==> src/inc/p3pf_pkg.sv <==
// package: register map, field codes and pin drive carrier for the port 3 function block
package p3pf_pkg;

    localparam int P3PF_PINS = 8;

    // apb byte addresses, one aligned word each
    localparam logic [11:0] P3PF_DATA_OFS = 12'h000;
    localparam logic [11:0] P3PF_DIR_OFS = 12'h004;
    localparam logic [11:0] P3PF_CON_OFS = 12'h008;
    localparam logic [11:0] P3PF_FSEL_OFS = 12'h00C;

    // reset values: every pin a high-impedance gpio output
    localparam logic [7:0] P3PF_DATA_RST = 8'h00;
    localparam logic [7:0] P3PF_DIR_RST = 8'h00;
    localparam logic [15:0] P3PF_CON_RST = 16'h0000;
    localparam logic [15:0] P3PF_FSEL_RST = 16'h0000;
    localparam logic [31:0] P3PF_RDATA_ZERO = 32'h0000_0000;

    // low byte / high byte lanes of the 16-bit registers
    localparam int P3PF_LO_LSB = 0;
    localparam int P3PF_HI_LSB = 8;
    localparam int P3PF_STRB_LO = 0;
    localparam int P3PF_STRB_HI = 1;

    // direction bit values
    localparam logic P3PF_DIR_OUT = 1'b0;
    localparam logic P3PF_DIR_IN = 1'b1;

    // drive type codes {high bit, low bit}
    localparam logic [1:0] P3PF_CON_00 = 2'b00;
    localparam logic [1:0] P3PF_CON_01 = 2'b01;
    localparam logic [1:0] P3PF_CON_10 = 2'b10;
    localparam logic [1:0] P3PF_CON_11 = 2'b11;

    // function codes {high bit, low bit}
    localparam logic [1:0] P3PF_FN_GPIO = 2'b00;
    localparam logic [1:0] P3PF_FN_SECOND = 2'b01;
    localparam logic [1:0] P3PF_FN_THIRD = 2'b10;
    localparam logic [1:0] P3PF_FN_FOURTH = 2'b11;

    // pins whose second or third code is prohibited
    localparam logic [7:0] P3PF_PROHIB_SECOND = 8'hC4;
    localparam logic [7:0] P3PF_PROHIB_THIRD = 8'h08;

    // pins carrying the fifo serial inputs
    localparam int P3PF_PIN_SER_DATA = 5;
    localparam int P3PF_PIN_SER_CLK = 6;
    localparam int P3PF_PIN_SER_CS = 7;

    // state of one pin pad
    typedef struct packed {
        logic out;
        logic oe_n;
        logic pull_up;
        logic pull_down;
    } p3pf_drive_t;

endpackage

==> src/rtl/p3pf_port.sv <==
// port 3 pin function control: apb registers, pin sampling and registered pad drive
//
// Chosen here: register access over APB and the register addresses.
`timescale 1ns/10ps
`default_nettype none
module p3pf_port
    import p3pf_pkg::*;
(
    input wire logic pclk,
    input wire logic presetn,
    input wire logic psel,
    input wire logic penable,
    input wire logic pwrite,
    input wire logic [11:0] paddr,
    input wire logic [31:0] pwdata,
    input wire logic [3:0] pstrb,
    output logic [31:0] prdata,
    output logic pready,
    output logic pslverr,
    input wire logic [7:0] pin_in,
    output logic [7:0] pin_out,
    output logic [7:0] pin_oe_n,
    output logic [7:0] pin_pull_up,
    output logic [7:0] pin_pull_down,
    input wire logic [7:0][2:0] periph_out,
    output logic [7:0] pin_level,
    output logic [7:0] external_interrupt_input,
    output logic fifo_serial_data_in,
    output logic fifo_serial_clock,
    output logic fifo_serial_chip_select
);

    logic [7:0] port_data_bits;
    logic [7:0] port_direction_bits;
    logic [15:0] drive_type_bits;
    logic [15:0] port3_function_select;
    logic [7:0] next_port_data_bits;
    logic [7:0] next_port_direction_bits;
    logic [15:0] next_drive_type_bits;
    logic [15:0] next_port3_function_select;
    logic [31:0] next_prdata;
    logic next_pslverr;
    logic [7:0] next_pin_level;
    logic [7:0] next_pin_out;
    logic [7:0] next_pin_oe_n;
    logic [7:0] next_pin_pull_up;
    logic [7:0] next_pin_pull_down;
    logic setup_phase;
    logic access_phase;
    logic addr_hit;
    logic [7:0] drive_type_low_bits;
    logic [7:0] drive_type_high_bits;
    logic [7:0] function_select_low_byte;
    logic [7:0] function_select_high_byte;
    logic [7:0] prohibited;
    logic [7:0] data_view;
    p3pf_drive_t cell_drive [P3PF_PINS];

    // apb phases; no wait states, so pready is a constant handshake
    assign setup_phase = psel & ~penable;
    assign access_phase = psel & penable;
    assign pready = 1'b1;

    // byte views of the 16-bit registers
    assign drive_type_low_bits = drive_type_bits[P3PF_LO_LSB +: 8];
    assign drive_type_high_bits = drive_type_bits[P3PF_HI_LSB +: 8];
    assign function_select_low_byte = port3_function_select[P3PF_LO_LSB +: 8];
    assign function_select_high_byte = port3_function_select[P3PF_HI_LSB +: 8];

    // address decode; misaligned or unknown addresses answer with pslverr
    always_comb begin
        case (paddr)
            P3PF_DATA_OFS: addr_hit = 1'b1;
            P3PF_DIR_OFS: addr_hit = 1'b1;
            P3PF_CON_OFS: addr_hit = 1'b1;
            P3PF_FSEL_OFS: addr_hit = 1'b1;
            default: addr_hit = 1'b0;
        endcase
    end

    // data reads mix written values for outputs with pin levels for inputs
    assign data_view = (port_direction_bits & pin_level) |
        (~port_direction_bits & port_data_bits);

    // register writes, taken at the access edge under byte strobes
    always_comb begin
        next_port_data_bits = port_data_bits;
        next_port_direction_bits = port_direction_bits;
        next_drive_type_bits = drive_type_bits;
        next_port3_function_select = port3_function_select;
        if (access_phase && pwrite) begin
            case (paddr)
                P3PF_DATA_OFS: begin
                    if (pstrb[P3PF_STRB_LO]) begin
                        next_port_data_bits = pwdata[7:0];
                    end
                end
                P3PF_DIR_OFS: begin
                    if (pstrb[P3PF_STRB_LO]) begin
                        next_port_direction_bits = pwdata[7:0];
                    end
                end
                P3PF_CON_OFS: begin
                    if (pstrb[P3PF_STRB_LO]) begin
                        next_drive_type_bits[P3PF_LO_LSB +: 8] = pwdata[7:0];
                    end
                    if (pstrb[P3PF_STRB_HI]) begin
                        next_drive_type_bits[P3PF_HI_LSB +: 8] = pwdata[15:8];
                    end
                end
                P3PF_FSEL_OFS: begin
                    if (pstrb[P3PF_STRB_LO]) begin
                        next_port3_function_select[P3PF_LO_LSB +: 8] = pwdata[7:0];
                    end
                    if (pstrb[P3PF_STRB_HI]) begin
                        next_port3_function_select[P3PF_HI_LSB +: 8] = pwdata[15:8];
                    end
                end
                default: begin
                    next_port_data_bits = port_data_bits;
                end
            endcase
        end
    end

    // registers come up as high-z gpio outputs
    always_ff @(posedge pclk or negedge presetn) begin
        if (!presetn) begin
            port_data_bits <= P3PF_DATA_RST;
            port_direction_bits <= P3PF_DIR_RST;
            drive_type_bits <= P3PF_CON_RST;
            port3_function_select <= P3PF_FSEL_RST;
        end else begin
            port_data_bits <= next_port_data_bits;
            port_direction_bits <= next_port_direction_bits;
            drive_type_bits <= next_drive_type_bits;
            port3_function_select <= next_port3_function_select;
        end
    end

    // read data and error are captured in setup so they stand from a flop in access
    always_comb begin
        next_prdata = P3PF_RDATA_ZERO;
        next_pslverr = 1'b0;
        if (setup_phase) begin
            next_pslverr = ~addr_hit;
            if (!pwrite) begin
                case (paddr)
                    P3PF_DATA_OFS: next_prdata[7:0] = data_view;
                    P3PF_DIR_OFS: next_prdata[7:0] = port_direction_bits;
                    P3PF_CON_OFS: next_prdata[15:0] = drive_type_bits;
                    P3PF_FSEL_OFS: next_prdata[15:0] = port3_function_select;
                    default: next_prdata = P3PF_RDATA_ZERO;
                endcase
            end
        end
    end

    // apb answer registers
    always_ff @(posedge pclk or negedge presetn) begin
        if (!presetn) begin
            prdata <= P3PF_RDATA_ZERO;
            pslverr <= 1'b0;
        end else begin
            prdata <= next_prdata;
            pslverr <= next_pslverr;
        end
    end

    // one cell per pin; code joins high byte bit and low byte bit
    genvar g;
    generate
        for (g = 0; g < P3PF_PINS; g++) begin : g_pin
            logic [1:0] code;
            assign code = {function_select_high_byte[g], function_select_low_byte[g]};
            assign prohibited[g] =
                (P3PF_PROHIB_SECOND[g] && code == P3PF_FN_SECOND) ||
                (P3PF_PROHIB_THIRD[g] && code == P3PF_FN_THIRD);
            p3pf_pin_cell u_cell (
                .direction(port_direction_bits[g]),
                .drive_type({drive_type_high_bits[g], drive_type_low_bits[g]}),
                .func_code(code),
                .prohibited(prohibited[g]),
                .data_bit(port_data_bits[g]),
                .periph_bits(periph_out[g]),
                .drive(cell_drive[g])
            );
            assign next_pin_out[g] = cell_drive[g].out;
            assign next_pin_oe_n[g] = cell_drive[g].oe_n;
            assign next_pin_pull_up[g] = cell_drive[g].pull_up;
            assign next_pin_pull_down[g] = cell_drive[g].pull_down;
        end
    endgenerate

    // pins are synchronous; one flop of sampling feeds reads and peripherals
    assign next_pin_level = pin_in;

    // pad drive is registered, so settings reach the pins one cycle after a write
    always_ff @(posedge pclk or negedge presetn) begin
        if (!presetn) begin
            pin_level <= 8'h00;
            pin_out <= 8'h00;
            pin_oe_n <= 8'hFF;
            pin_pull_up <= 8'h00;
            pin_pull_down <= 8'h00;
        end else begin
            pin_level <= next_pin_level;
            pin_out <= next_pin_out;
            pin_oe_n <= next_pin_oe_n;
            pin_pull_up <= next_pin_pull_up;
            pin_pull_down <= next_pin_pull_down;
        end
    end

    // interrupt inputs pass only for gpio pins in input mode
    assign external_interrupt_input = pin_level & port_direction_bits &
        ~function_select_low_byte & ~function_select_high_byte;

    // fifo serial inputs see their pin only while the third code is selected
    assign fifo_serial_data_in = pin_level[P3PF_PIN_SER_DATA] &
        ({function_select_high_byte[P3PF_PIN_SER_DATA],
          function_select_low_byte[P3PF_PIN_SER_DATA]} == P3PF_FN_THIRD);
    assign fifo_serial_clock = pin_level[P3PF_PIN_SER_CLK] &
        ({function_select_high_byte[P3PF_PIN_SER_CLK],
          function_select_low_byte[P3PF_PIN_SER_CLK]} == P3PF_FN_THIRD);
    assign fifo_serial_chip_select = pin_level[P3PF_PIN_SER_CS] &
        ({function_select_high_byte[P3PF_PIN_SER_CS],
          function_select_low_byte[P3PF_PIN_SER_CS]} == P3PF_FN_THIRD);

    // helper vectors for the checks below
    logic [7:0] is_out_gpio;
    logic [7:0] hiz_gpio;
    logic [7:0] cmos_gpio;
    logic [7:0] prohib_low;
    logic [7:0] prohib_float;
    logic [7:0] in_pull_up;
    logic [1:0] pin5_code;
    assign is_out_gpio = ~port_direction_bits & ~function_select_low_byte &
        ~function_select_high_byte;
    assign hiz_gpio = is_out_gpio & ~drive_type_low_bits & ~drive_type_high_bits;
    assign cmos_gpio = is_out_gpio & drive_type_low_bits & drive_type_high_bits;
    assign prohib_low = prohibited & ~port_direction_bits & drive_type_high_bits;
    assign prohib_float = prohibited & ~port_direction_bits & ~drive_type_high_bits;
    assign in_pull_up = port_direction_bits & ~drive_type_low_bits & drive_type_high_bits;
    assign pin5_code = {function_select_high_byte[P3PF_PIN_SER_DATA],
        function_select_low_byte[P3PF_PIN_SER_DATA]};
endmodule
`default_nettype wire

==> src/rtl/p3pf_pin_cell.sv <==
// one port pin: drive type, function routing and prohibited-code forcing
`timescale 1ns/10ps
`default_nettype none
module p3pf_pin_cell
    import p3pf_pkg::*;
(
    input wire logic direction,
    input wire logic [1:0] drive_type,
    input wire logic [1:0] func_code,
    input wire logic prohibited,
    input wire logic data_bit,
    input wire logic [2:0] periph_bits,
    output var p3pf_drive_t drive
);

    logic periph_val;

    // pick the peripheral source for codes 01, 10, 11
    always_comb begin
        case (func_code)
            P3PF_FN_SECOND: periph_val = periph_bits[0];
            P3PF_FN_THIRD: periph_val = periph_bits[1];
            P3PF_FN_FOURTH: periph_val = periph_bits[2];
            default: periph_val = 1'b0;
        endcase
    end

    // pad control; oe_n low means the pad is driven
    always_comb begin
        drive = '{out: 1'b0, oe_n: 1'b1, pull_up: 1'b0, pull_down: 1'b0};
        if (direction == P3PF_DIR_IN) begin
            // pulls only in input mode, never fighting a driver
            drive.pull_down = (drive_type == P3PF_CON_01);
            drive.pull_up = (drive_type == P3PF_CON_10);
        end else if (prohibited) begin
            // data bit ignored: float or hard low
            drive.oe_n = ~drive_type[1];
            drive.out = 1'b0;
        end else if (func_code == P3PF_FN_GPIO) begin
            case (drive_type)
                P3PF_CON_01: begin
                    drive.out = 1'b1;
                    drive.oe_n = ~data_bit;
                end
                P3PF_CON_10: begin
                    drive.out = 1'b0;
                    drive.oe_n = data_bit;
                end
                P3PF_CON_11: begin
                    drive.out = data_bit;
                    drive.oe_n = 1'b0;
                end
                default: begin
                    drive.oe_n = 1'b1;
                end
            endcase
        end else begin
            // peripherals get only n open drain or cmos
            if (drive_type[0]) begin
                drive.out = periph_val;
                drive.oe_n = 1'b0;
            end else begin
                drive.out = 1'b0;
                drive.oe_n = periph_val;
            end
        end
    end

endmodule
`default_nettype wire

==> config.mk <==
export PLATFORM = sky130hd
export DESIGN_NAME = p3pf_port
export DESIGN_NICKNAME = d
export VERILOG_FILES = /design/src/inc/p3pf_pkg.sv /design/src/rtl/p3pf_port.sv /design/src/rtl/p3pf_pin_cell.sv
export SDC_FILE = /design/constraint.sdc
export NUM_CORES = 1
export LEC_CHECK = 0
export BUFFER_PORTS_ARGS = -buffer_cell sky130_fd_sc_hd__clkbuf_2
export CAP_MARGIN = 20
export CORE_MARGIN = 1.5
export CORE_UTILIZATION = 49
export CTS_CLUSTER_DIAMETER = 150
export DETAILED_ROUTE_END_ITERATION = 6
export PLACE_DENSITY = 0.79
export SLEW_MARGIN = 25
export SYNTH_ARGS = -nofsm -noshare
export SYNTH_HDL_FRONTEND = slang
export SYNTH_SLANG_ARGS = --single-unit
==> constraint.sdc <==
create_clock -name pclk -period 1.7 [get_ports pclk]
set_input_delay 0.34 -clock pclk [delete_from_list [all_inputs] [get_ports pclk]]
set_output_delay 0.34 -clock pclk [all_outputs]
set_load 0.01 [all_outputs]
# After elaboration in Yosys (flattened, before gate mapping)
# Index checks and enable logic that the tools add are counted.
# W data, S select, Z words.
[totals] ff_bits=121 latchBits=0 ramBits=0 rom_bits=0 inputBits=85 out_inout_bits=85 word_cells=174 memories=0
[classes] addsub=0 multipliers=0 div=0 order_cmp=0 n_eq_ne=51 shift=0 n_mux=66 bitwise=27 n_reduce_logical=17
[ops] cell="$mux W2" count=36
[ops] cell="$eq A2 B2 Y1 const B" count=32
[ops] cell="$pmux W1 S3" count=12
[ops] cell="$and A8 B8 Y8" count=4
[ops] cell="$eq A2 B1 Y1 const B" count=16
[ops] cell="$mux W16" count=2
[ops] cell="$pmux W8 S4" count=1
[ops] cell="$eq A12 B4 Y1 const B" count=2
[ops] cell="$not A8 Y8" count=3
[ops] cell="$pmux W1 S2" count=12
[ops] cell="$reduce_and A3 Y1" count=6
[ops] cell="$logic_not A2 Y1" count=8
[ops] cell="$pmux W8 S2" count=1
[ops] cell="$not A1 Y1" count=14
[ops] cell="$eq A12 B3 Y1 const B" count=1
[ops] cell="$logic_not A12 Y1" count=1
[ops] cell="$or A8 B8 Y8" count=1
[ops] cell="$and A1 B1 Y1" count=5
[ops] cell="$reduce_or A4 Y1" count=1
[ops] cell="$mux W1" count=2
[ops] cell="$logic_and A1 B1 Y1" count=1

# Depth between registers and ports, before layout
# Gate-level depths: netlist of run 1.
[logic_depth] word_depth=6 ltp_mapped=7 ltp_nobuf=4

# Modules after synthesis
# A second synthesis of run 1 with hierarchy kept.
[hier_totals] hier_cells=386 area_unflattened_um2=4903.5
[modules_own_cells] module="p3pf_port" n_inst=1 cells_each=290 area_each_um2=4212.8 seq_area_each_um2=2637.5
[modules_own_cells] module="p3pf_pin_cell" n_inst=8 cells_each=12 area_each_um2=86.3 seq_area_each_um2=0.0

# Worst setup path after synthesis of run 1
# Ideal clock, no wire load.
[synth_path] kind="input to register" startpoint="input port paddr[9]" endpoint="register port_direction_bits[6]" setup_time_ns=0.125 arrival_ns=1.678 required_time_ns=1.575 slack_ns=-0.103 path_stages=4 n_path_buf=0 cell_sequence="or4_4 > nor2_8 > nand4_4 > mux2_4"
[synth_between] elab_chain_cells=2
[synth_lines] item="from (decl)" line="p3pf_port.sv:14" text="input wire logic [11:0] paddr,"
[synth_lines] item="$eq A12 B3 Y1" line="p3pf_port.sv:92" text="case (paddr)"
[synth_lines] item="$reduce_and A3 Y1 (no line)"
[synth_lines] item="to (signal assigned)" line="p3pf_port.sv:135" text="port_direction_bits <= next_port_direction_bits;"
[synth_lines] item="to (decl)" line="p3pf_port.sv:34" text="logic [7:0] port_direction_bits;"
# Every way passes these cells.
# A chain may end at the register's enable or synchronous reset.

# Worst setup path in the final report of run 1
[layout_path] startpoint="input port paddr[5]" endpoint="register port_direction_bits[2]"
# The elaborated chain is that of the path after synthesis.

==> out/results.ini, run 1 <==
[power]
power_mw=4.431
worst_ir_drop_vdd_mv=0.4736
p_leak_nw=3.012
p_per_area_nw_per_um2=772.5

[worst_setup_path]
r2r_slack_ns=0.33
cp-end-kind=flip-flop
crit_fanout=9
required_ns=1.94
crit_type=in -> reg
crit_path_start_kind=primary input
critical_path_arrival_ns=1.87

[detailed_routing]
via_per_inst=5.427
wl_per_cell_um=17.13
remaining_drc_errors=0
drt_iter0_markers=118
vias=3365
wirelength_um=10620
antenna_violating_nets_post_route=0
drt_pass1_iterations=4

[sta]
drv_slew=0
period_minus_slack_ns=1.635
hold_viol=0
fmax_ghz=0.6117
min_period_over_period=0.9617
setup_violations=0
grt_setup_unrepaired=true
clock-skew-final_ns=0.008539

[cells_and_area]
antenna_cells=0
layout.nets=590
syn_to_final_growth_pct=24.69
drive_gt1_frac=0.4853
design_area_sq_um=5737
fill_cells=717

[logic_synthesis]
syn_area_sq_um=4601
synthCells=347
yosysWarnings=0
synth_most_common_cell=dfrtp_1
seq_area_frac_synth=0.5733
ys_seq_elements=105
yosysTopAreaCellShare=0.5276
synth_edf_count=0
synth.distinct_cells=45
synth_common_cells=dfrtp_1, mux2_2, nor2_1
synth-main-ff-cell=dfrtp_1
synth_async_sr_flop_share=1.000
synth_top_area_cell=dfrtp_1
synthTopCellsByArea=dfrtp_1, mux2_2, dfstp_2, buf_4, and3b_1
avgSynthCellArea_sq_um=13.26

[global_routing]
overflow=0
grt_max_degree=34
antenna_found_initial=0
grt_pass1_vias=3238
grt_use_total=0.2184
grt_pass1_wl_um=16570

[clocking]
path_clk_slew_ns=0.09
ctsHtreeMaxLevel=3
cts_buffers=9
cts_sinks=105
clockBufferDepth=2
cts_tree=built
clock-root-buffer=clkbuf_8
insertion_delay_ns=0.36

[die]
die_w_um=99.90
dieArea_sq_um=9979
num_rows=35
ioPinCount=170
start_util=0.5027
core_sq_um=9153
die_height_um=99.90

[placed_design]
placedInstanceArea_sq_um=5456
gp_congestion=0.8294
numPortBuffers=130
post-dp-hpwl_um=7743

[worst_hold_path]
hold_class=in -> reg

[outcome]
status=finished, final reports clean

[run]
cap_violations=0

registers in the layout (all words and copies together), names as in the netlist:
name / cells
pslverr: 1
port_direction_bits: 8
prdata: 16
pin_out: 8
pin_pull_down: 8
pin_oe_n: 8
pin_pull_up: 8
pin_level: 8
port_data_bits: 8
drive_type_bits: 16
port3_function_select: 16
worst max-delay path: stages:
cell,delay (ns)
clkbuf_2,0.08
or4_4,0.56
nor2_8,0.27
nand4_4,0.26
mux2_2,0.35
where the power goes:
part | leakage (nW) | internal (mW) | switching [mW]
sequential | 1.41 | 2.51 | 0.0113
combinational | 1.50 | 0.0998 | 0.156
clock | 0.103 | 0.864 | 0.792
metrics by stage:
step           TNS (ns)  hold slack, ns  cells  setup WS (ns)  utilization
2_1_floorplan    -1.524         0.04441    362       -0.08988            -
3_3_place_gp     -12.96          0.2944    599        -0.3109       0.5962
3_5_place_dp     -14.38          0.3003    599        -0.3242       0.5962
4_1_cts               0         0.05731    615       0.003404       0.6206
5_1_grt        -0.01593         0.04781    620      -0.008377       0.6268
6_report              0         0.07732    620        0.06516       0.6268
per-layer routing:
layer | share of wire | global-route usage | up-vias | routed length, um
met5 | 0 | 0 | - | 0
met1 | 0.41 | 0.2816 | 1648 | 4404
li1 | - | - | 1556 | -
met4 | 0.029 | 0.09209 | 0 | 311
met2 | 0.50 | 0.3616 | 131 | 5341
met3 | 0.053 | 0.04457 | 30 | 563
final cells by class:
class / count / area (sq um) / share of cell area
inverter: 6 / 22.52 / 0.003926
multi-input combinational: 228 / 1849 / 0.3224
tap: 111 / 138.9 / 0.02421
clock buffer: 12 / 145.1 / 0.02530
timing repair buffer: 155 / 868.3 / 0.1514
clock inverter: 3 / 67.56 / 0.01178
sequential: 105 / 2645 / 0.4611
placed cells by master (no fill, tap or decap), drive strengths merged, types with 2 or more instances in the layout:
master	synthesis	final
and2	2	2
nor4bb	3	3
nand2b	8	8
or4	2	2
a21oi	11	11
nor3	7	7
a22oi	8	8
clkbuf	4	139
nand3b	6	6
dfrtp	97	97
nand3	6	6
dfstp	8	8
and3b	13	13
mux4	4	4
mux2	49	49
o311a	2	2
bufinv	0	2
o21ai	6	6
mux2i	2	2
and4	2	2
a221oi	8	8
nor3b	5	5
nor4	2	2
nand2	15	15
conb	2	17
o211a	6	6
a21o	4	4
a211oi	4	4
a31oi	3	3
buf	19	27
inv	6	6
nor2	26	26
o31ai	3	3
path summary, 6_finish.rpt:
check,cells after the start,to,from
min in group asynchronous,2,pin_pull_up[2],presetn
hold reg to reg,1,pin_pull_up[1],drive_type_bits[1]
max in group asynchronous,3,pin_oe_n[5],presetn
setup / recovery,5,port_direction_bits[2],paddr[5]
hold / removal,1,pin_level[6],pin_in[6]
setup reg to reg,3,pin_out[5],port_data_bits[5]
repair_timing:
item,in CTS,in global routing
gates cloned,0,0
setup endpoints to repair,1,3
gates resized for setup,1,9
setup buffers,0,5
hold endpoints to repair,23,0
pin swaps,0,0
hold buffers,1,0
cells by family (layout without fill, tap and decap cells):
kind of cell | after synthesis | in the layout | synth area share
flops | 105 | 105 | 0.5733
simple gates | 100 | 100 | 0.1509
compound gates | 56 | 56 | 0.08812
mux | 55 | 55 | 0.1455
buf+inv | 29 | 176 | 0.04052
other cells | 2 | 17 | 0.001632
(Power assumes the default switching activity.)
==> inputs of run 2 (changes only) <==
==> constraint.sdc (replaced) <==
create_clock -name pclk -period 1.7 [get_ports pclk]
set_input_delay 0.255 -clock pclk [delete_from_list [all_inputs] [get_ports pclk]]
set_output_delay 0.255 -clock pclk [all_outputs]
set_load 0.01 [all_outputs]
==> out/results.ini, run 2 (synthesis results as in run 1) <==
[cells_and_area]
syn_to_final_growth_pct=25.05  ; was 24.69%
design_area_sq_um=5753  ; was 5737 sq um
layout.nets=590  ; unchanged
antenna_cells=0  ; unchanged
reg_top3=drive_type_bits (16), port3_function_select (16), prdata (16)  ; unchanged
final_common_cell=clkbuf_2  ; unchanged
drive_gt1_frac=0.4529  ; was 0.4853
mostFrequentLayoutCells=clkbuf_2, dfrtp_1, mux2_2  ; unchanged

[detailed_routing]
drt_iter0_markers=175  ; was 118
wl_per_cell_um=17.82  ; was 17.13 um
antenna_violating_nets_post_route=0  ; unchanged
remaining_drc_errors=0  ; unchanged
via_per_inst=5.419  ; was 5.427
drt_pass1_iterations=4  ; unchanged
wirelength_um=11070  ; was 10,620 um
vias=3365  ; unchanged

[sta]
fmax_ghz=0.6076  ; was 0.6117 GHz
grt_setup_unrepaired=false  ; was true
setup_violations=0  ; unchanged
clock-skew-final_ns=0.01016  ; was 0.008539 ns
period_minus_slack_ns=1.646  ; was 1.635 ns
fin_tns_setup_ns=0  ; unchanged
tightest_slew_ns=0.5515
hold_viol=0  ; unchanged
relSlewSlack=0.6296
min_period_over_period=0.9681  ; was 0.9617
drv_slew=0  ; unchanged

[placed_design]
numPortBuffers=130  ; unchanged
post-dp-hpwl_um=7919  ; was 7743 um
placedInstanceArea_sq_um=5430  ; was 5456 sq um
gp_congestion=0.8180  ; was 0.8294

[worst_setup_path]
required_ns=1.44  ; was 1.94 ns
critical_path_arrival_ns=1.39  ; was 1.87 ns
cp-end-kind=output pin  ; was flip-flop
crit_path_start_kind=flip-flop  ; was primary input
crit_type=reg -> out  ; was in -> reg
crit_fanout=8  ; was 9

[clocking]
clockBufferDepth=2  ; unchanged
cts_resized=0  ; was 1
cts_tree=built  ; unchanged
clock-root-buffer=clkbuf_8  ; unchanged
insertion_delay_ns=0.37  ; was 0.36 ns
path_clk_slew_ns=0.10  ; was 0.09 ns
cts_sinks=105  ; unchanged
ctsHtreeMaxLevel=3  ; unchanged
cts_buffers=9  ; unchanged

[global_routing]
grt_pass1_vias=3304  ; was 3,238
antenna_found_initial=0  ; unchanged
overflow=0  ; unchanged
grt_pass1_wl_um=17150  ; was 16,570 um
grt_max_degree=48  ; was 34
grt_use_total=0.2273  ; was 0.2184

[die]
die_height_um=99.90  ; unchanged
dieArea_sq_um=9979  ; unchanged
start_util=0.5027  ; unchanged
ioPinCount=170  ; unchanged
num_rows=35  ; unchanged
die_w_um=99.90  ; unchanged
core_sq_um=9153  ; unchanged

[outcome]
status=finished, final reports clean  ; unchanged

[worst_hold_path]
hold_class=in -> reg  ; unchanged

[power]
p_leak_nw=3.024  ; was 3.012 nW
worst_ir_drop_vdd_mv=0.3726  ; was 0.4736 mV
p_per_area_nw_per_um2=789.3  ; was 772.5 nW/um^2

[run]
cap_violations=0  ; unchanged

[run 2: cell types whose count changed in the layout (fill, tap and decap cells not counted), moves of 6 or more]
cell           change
buf_4              -8
dfrtp_1            +6
dfrtp_2            -6
dlygate4sd3_1      +8
[run 2: worst paths after layout]
kind	endpoint	slack, ns	start	cells past startpoint
worst max-delay path	external_interrupt_input[6]	0.05	port_direction_bits[6]	2
worst min-delay path	drive_type_bits[13]	0.12	pwdata[13]	2
worst max register to register	pin_out[4]	0.36	port_data_bits[4]	3
worst min register to register	pin_pull_up[5]	0.51	drive_type_bits[5]	1
max in group asynchronous	pin_oe_n[4]	0.74	presetn	3
min in group asynchronous	pin_pull_up[1]	0.35	presetn	2
[run 2: report_power, final]
group,switching [mW],internal [mW]
sequential,0.0117,2.51
combinational,0.160,0.107
clock,0.801,0.953
total,0.973,3.57
[run 2: layout make-up]
class | instances | area, sq um
repair buffers | 155 | 888.4
inverters | 6 | 22.52
flip-flops and latches | 105 | 2638
clock inverters | 2 | 60.06
well taps | 111 | 138.9
multi-input cells | 228 | 1833
fillers | 706 | 3400
clock buffers | 14 | 172.7
[run 2: critical path, cell delays in order (launching register included)]
cell and delay, ns:
dfrtp_1 0.48, nor4bb_1 0.36, clkbuf_2 0.19
[run 2: metrics by stage]
stage | std cells | total power [mW] | utilization | setup slack (ns) | hold WS [ns]
detailed placement | 596 | 2.822 | 0.5933 | -0.2481 | 0.1961
finish | 621 | 4.541 | 0.6286 | 0.05422 | 0.1212
floorplan | 362 | 2.663 | - | -0.004877 | -0.04059
global route | 621 | 4.687 | 0.6286 | 0.01051 | 0.1142
global placement | 596 | 2.814 | 0.5933 | -0.2074 | 0.1847
CTS | 621 | 4.568 | 0.6286 | 0.05170 | 0.1162
[run 2: layer usage]
metal,global-route usage,routed length [um],up-vias,share of wire
met5,0,0,-,0
met4,0.07692,161,0,0.015
met3,0.04318,655,16,0.059
met2,0.3789,5441,137,0.49
met1,0.3010,4808,1646,0.43
li1,-,-,1566,-
[run 2: timing repair]
item	4_1_cts	5_1_grt
endpoints found under the hold margin	29	0
hold buffers	9	0
setup buffers	0	0
==> inputs of run 3 (changes only) <==
CTS_BUF_LIST = sky130_fd_sc_hd__clkbuf_16   (was unset)
==> out/results.ini, run 3 (synthesis results as in run 1) <==
[outcome]
status=finished, final reports clean  ; unchanged

[global_routing]
grt_pass1_wl_um=17130  ; was 17,150 um
antenna_found_initial=0  ; unchanged
overflow=0  ; unchanged
grt_max_degree=48  ; unchanged
grt_pass1_vias=3322  ; was 3,304
grt_use_total=0.2276  ; was 0.2273

[worst_setup_path]
slowest_delay_ns=0.47  ; was 0.48 ns
critical_path_arrival_ns=1.36  ; was 1.39 ns
required_ns=1.44  ; about the same
crit_type=reg -> out  ; unchanged
path_buf_inv=1  ; unchanged
crit_fanout=8  ; unchanged
crit_path_start_kind=flip-flop  ; unchanged
critPathSlowestCell=dfrtp_1  ; unchanged
cp-end-kind=output pin  ; unchanged
critPathTopFamily=flip-flops  ; unchanged
path_cells=nor4bb_1 -> clkbuf_2  ; unchanged

[sta]
drv_slew=0  ; unchanged
fmax_ghz=0.6183  ; was 0.6076 GHz
fin_tns_setup_ns=0  ; unchanged
min_period_over_period=0.9513  ; was 0.9681
relSlewSlack=0.6369  ; was 0.6296
clock-skew-final_ns=0.008214  ; was 0.01016 ns
hold_viol=0  ; unchanged
tightest_slew_ns=0.5406  ; was 0.5515 ns
whs_ns=0.01641  ; was 0.1212 ns
grt_setup_unrepaired=false  ; unchanged
period_minus_slack_ns=1.617  ; was 1.646 ns
setup_violations=0  ; unchanged

[power]
p_clk_frac=0.431  ; was 0.386
p_per_area_nw_per_um2=849.6  ; was 789.3 nW/um^2
p_switching_mw=1.010  ; was 0.9727 mW
worst_ir_drop_vdd_mv=0.4258  ; was 0.3726 mV
p_int_mw=3.870  ; was 3.568 mW
p_leak_nw=3.028  ; was 3.024 nW
p_seq_frac=0.517  ; was 0.555
p_comb_frac=0.052  ; was 0.059
switching_share=0.2070  ; was 0.2142
power_mw=4.880  ; was 4.541 mW

[placed_design]
post-dp-hpwl_um=7919  ; unchanged
numPortBuffers=130  ; unchanged
gp_congestion=0.8180  ; unchanged
placedInstanceArea_sq_um=5430  ; unchanged
dpl.cell_count=596  ; unchanged

[cells_and_area]
mostFrequentLayoutCells=clkbuf_2, dfrtp_1, mux2_2  ; unchanged
drive_gt1_frac=0.4542  ; was 0.4529
instances_no_fill=613  ; was 621
fill_cells=708  ; was 706
layout.nets=582  ; was 590
reg_top3=drive_type_bits (16), port3_function_select (16), prdata (16)  ; unchanged
syn_to_final_growth_pct=24.86  ; was 25.05%
design_area_sq_um=5744  ; was 5753 sq um
final_common_cell=clkbuf_2  ; unchanged
antenna_cells=0  ; unchanged

[clocking]
clock-root-buffer=clkbuf_16  ; was clkbuf_8
cts_sinks=105  ; unchanged
insertion_delay_ns=0.34  ; was 0.37 ns
cts_tree=built  ; unchanged
path_clk_slew_ns=0.07  ; was 0.10 ns
clockBufferDepth=2  ; unchanged
ctsHtreeMaxLevel=3  ; unchanged
post_cts_buffers=0  ; unchanged
cts_buffers=9  ; unchanged

[run]
cap_violations=0  ; unchanged

[die]
die_w_um=99.90  ; unchanged
core_sq_um=9153  ; unchanged
start_util=0.5027  ; unchanged
die_height_um=99.90  ; unchanged
ioPinCount=170  ; unchanged
num_rows=35  ; unchanged
dieArea_sq_um=9979  ; unchanged

[detailed_routing]
vias=3355  ; was 3,365
via_per_inst=5.473  ; was 5.419
wirelength_um=10950  ; was 11,070 um
drt_pass1_iterations=4  ; unchanged
drt_iter0_markers=152  ; was 175
remaining_drc_errors=0  ; unchanged
antenna_violating_nets_post_route=0  ; unchanged
wl_per_cell_um=17.86  ; was 17.82 um

[worst_hold_path]
hold_class=in -> reg  ; unchanged

-- run 3: cell types whose count changed in the layout (fill, tap and decap cells not counted) --
cell / previous run / this run
dlygate4sd3_1: 9 / 1
clkbuf_16: 0 / 9
inv_1: 5 / 7
clkbuf_1: 2 / 0
clkbuf_8: 12 / 0
clkinv_1: 0 / 3
-- run 3: power groups by stage --
stage / registers, mW / clock network (mW) / logic (mW)
2_1_floorplan: 2.57 / 0 / 0.0917
3_3_place_gp: 2.57 / 0 / 0.246
3_5_place_dp: 2.57 / 0 / 0.253
4_1_cts: 2.52 / 2.14 / 0.256
5_1_grt: 2.52 / 2.24 / 0.280
6_report: 2.52 / 2.11 / 0.252
-- run 3: final timing paths --
path                            cells after the start                    from                           to  slack [ns]
worst min-delay path                                1               pin_in[7]                 pin_level[7]        0.02
worst min register to register                      1      drive_type_bits[5]               pin_pull_up[5]        0.51
max in group asynchronous                           3                 presetn                  pin_oe_n[3]        0.71
min in group asynchronous                           2                 presetn               pin_pull_up[1]        0.39
worst max register to register                      3       port_data_bits[4]                   pin_out[4]        0.37
worst max-delay path                                2  port_direction_bits[6]  external_interrupt_input[6]        0.08
-- run 3: cell type report --
class                      count  area [sq um]  share of cell area
clock buffer                   9         225.2             0.03921
clock inverter                 7         78.83             0.01372
inverter                       6         22.52            0.003921
multi-input combinational    228          1833              0.3191
sequential                   105          2638              0.4592
tap                          111         138.9             0.02418
timing repair buffer         147         808.3              0.1407
-- run 3: per-stage QoR --
| stage | utilization | worst slack, ns |
|---|---|---|
| global placement | 0.5933 | -0.2074 |
| detailed placement | 0.5933 | -0.2481 |
| floorplan | - | -0.004877 |
| CTS | 0.6276 | 0.09024 |
| global route | 0.6276 | 0.05134 |
| finish | 0.6276 | 0.08274 |
-- run 3: worst register-to-register path, stage by stage (launching register included) --
cell,delay (ns)
dfrtp_1,0.41
nand2b_1,0.16
mux4_2,0.46
and3b_1,0.19
-- run 3: repair_timing --
action                    in CTS  in global routing
hold endpoints to repair      21                  0
gates resized for setup        0                  0
hold buffers                   1                  0
-- run 3: routing by layer --
| layer | share of wire | GRT usage | vias up | routed length, um |
|---|---|---|---|---|
| met3 | 0.081 | 0.04735 | 9 | 885 |
| met5 | 0 | 0 | - | 0 |
| met2 | 0.50 | 0.3762 | 145 | 5450 |
| li1 | - | - | 1547 | - |
| met1 | 0.41 | 0.3003 | 1654 | 4531 |
| met4 | 0.0075 | 0.07909 | 0 | 82 |
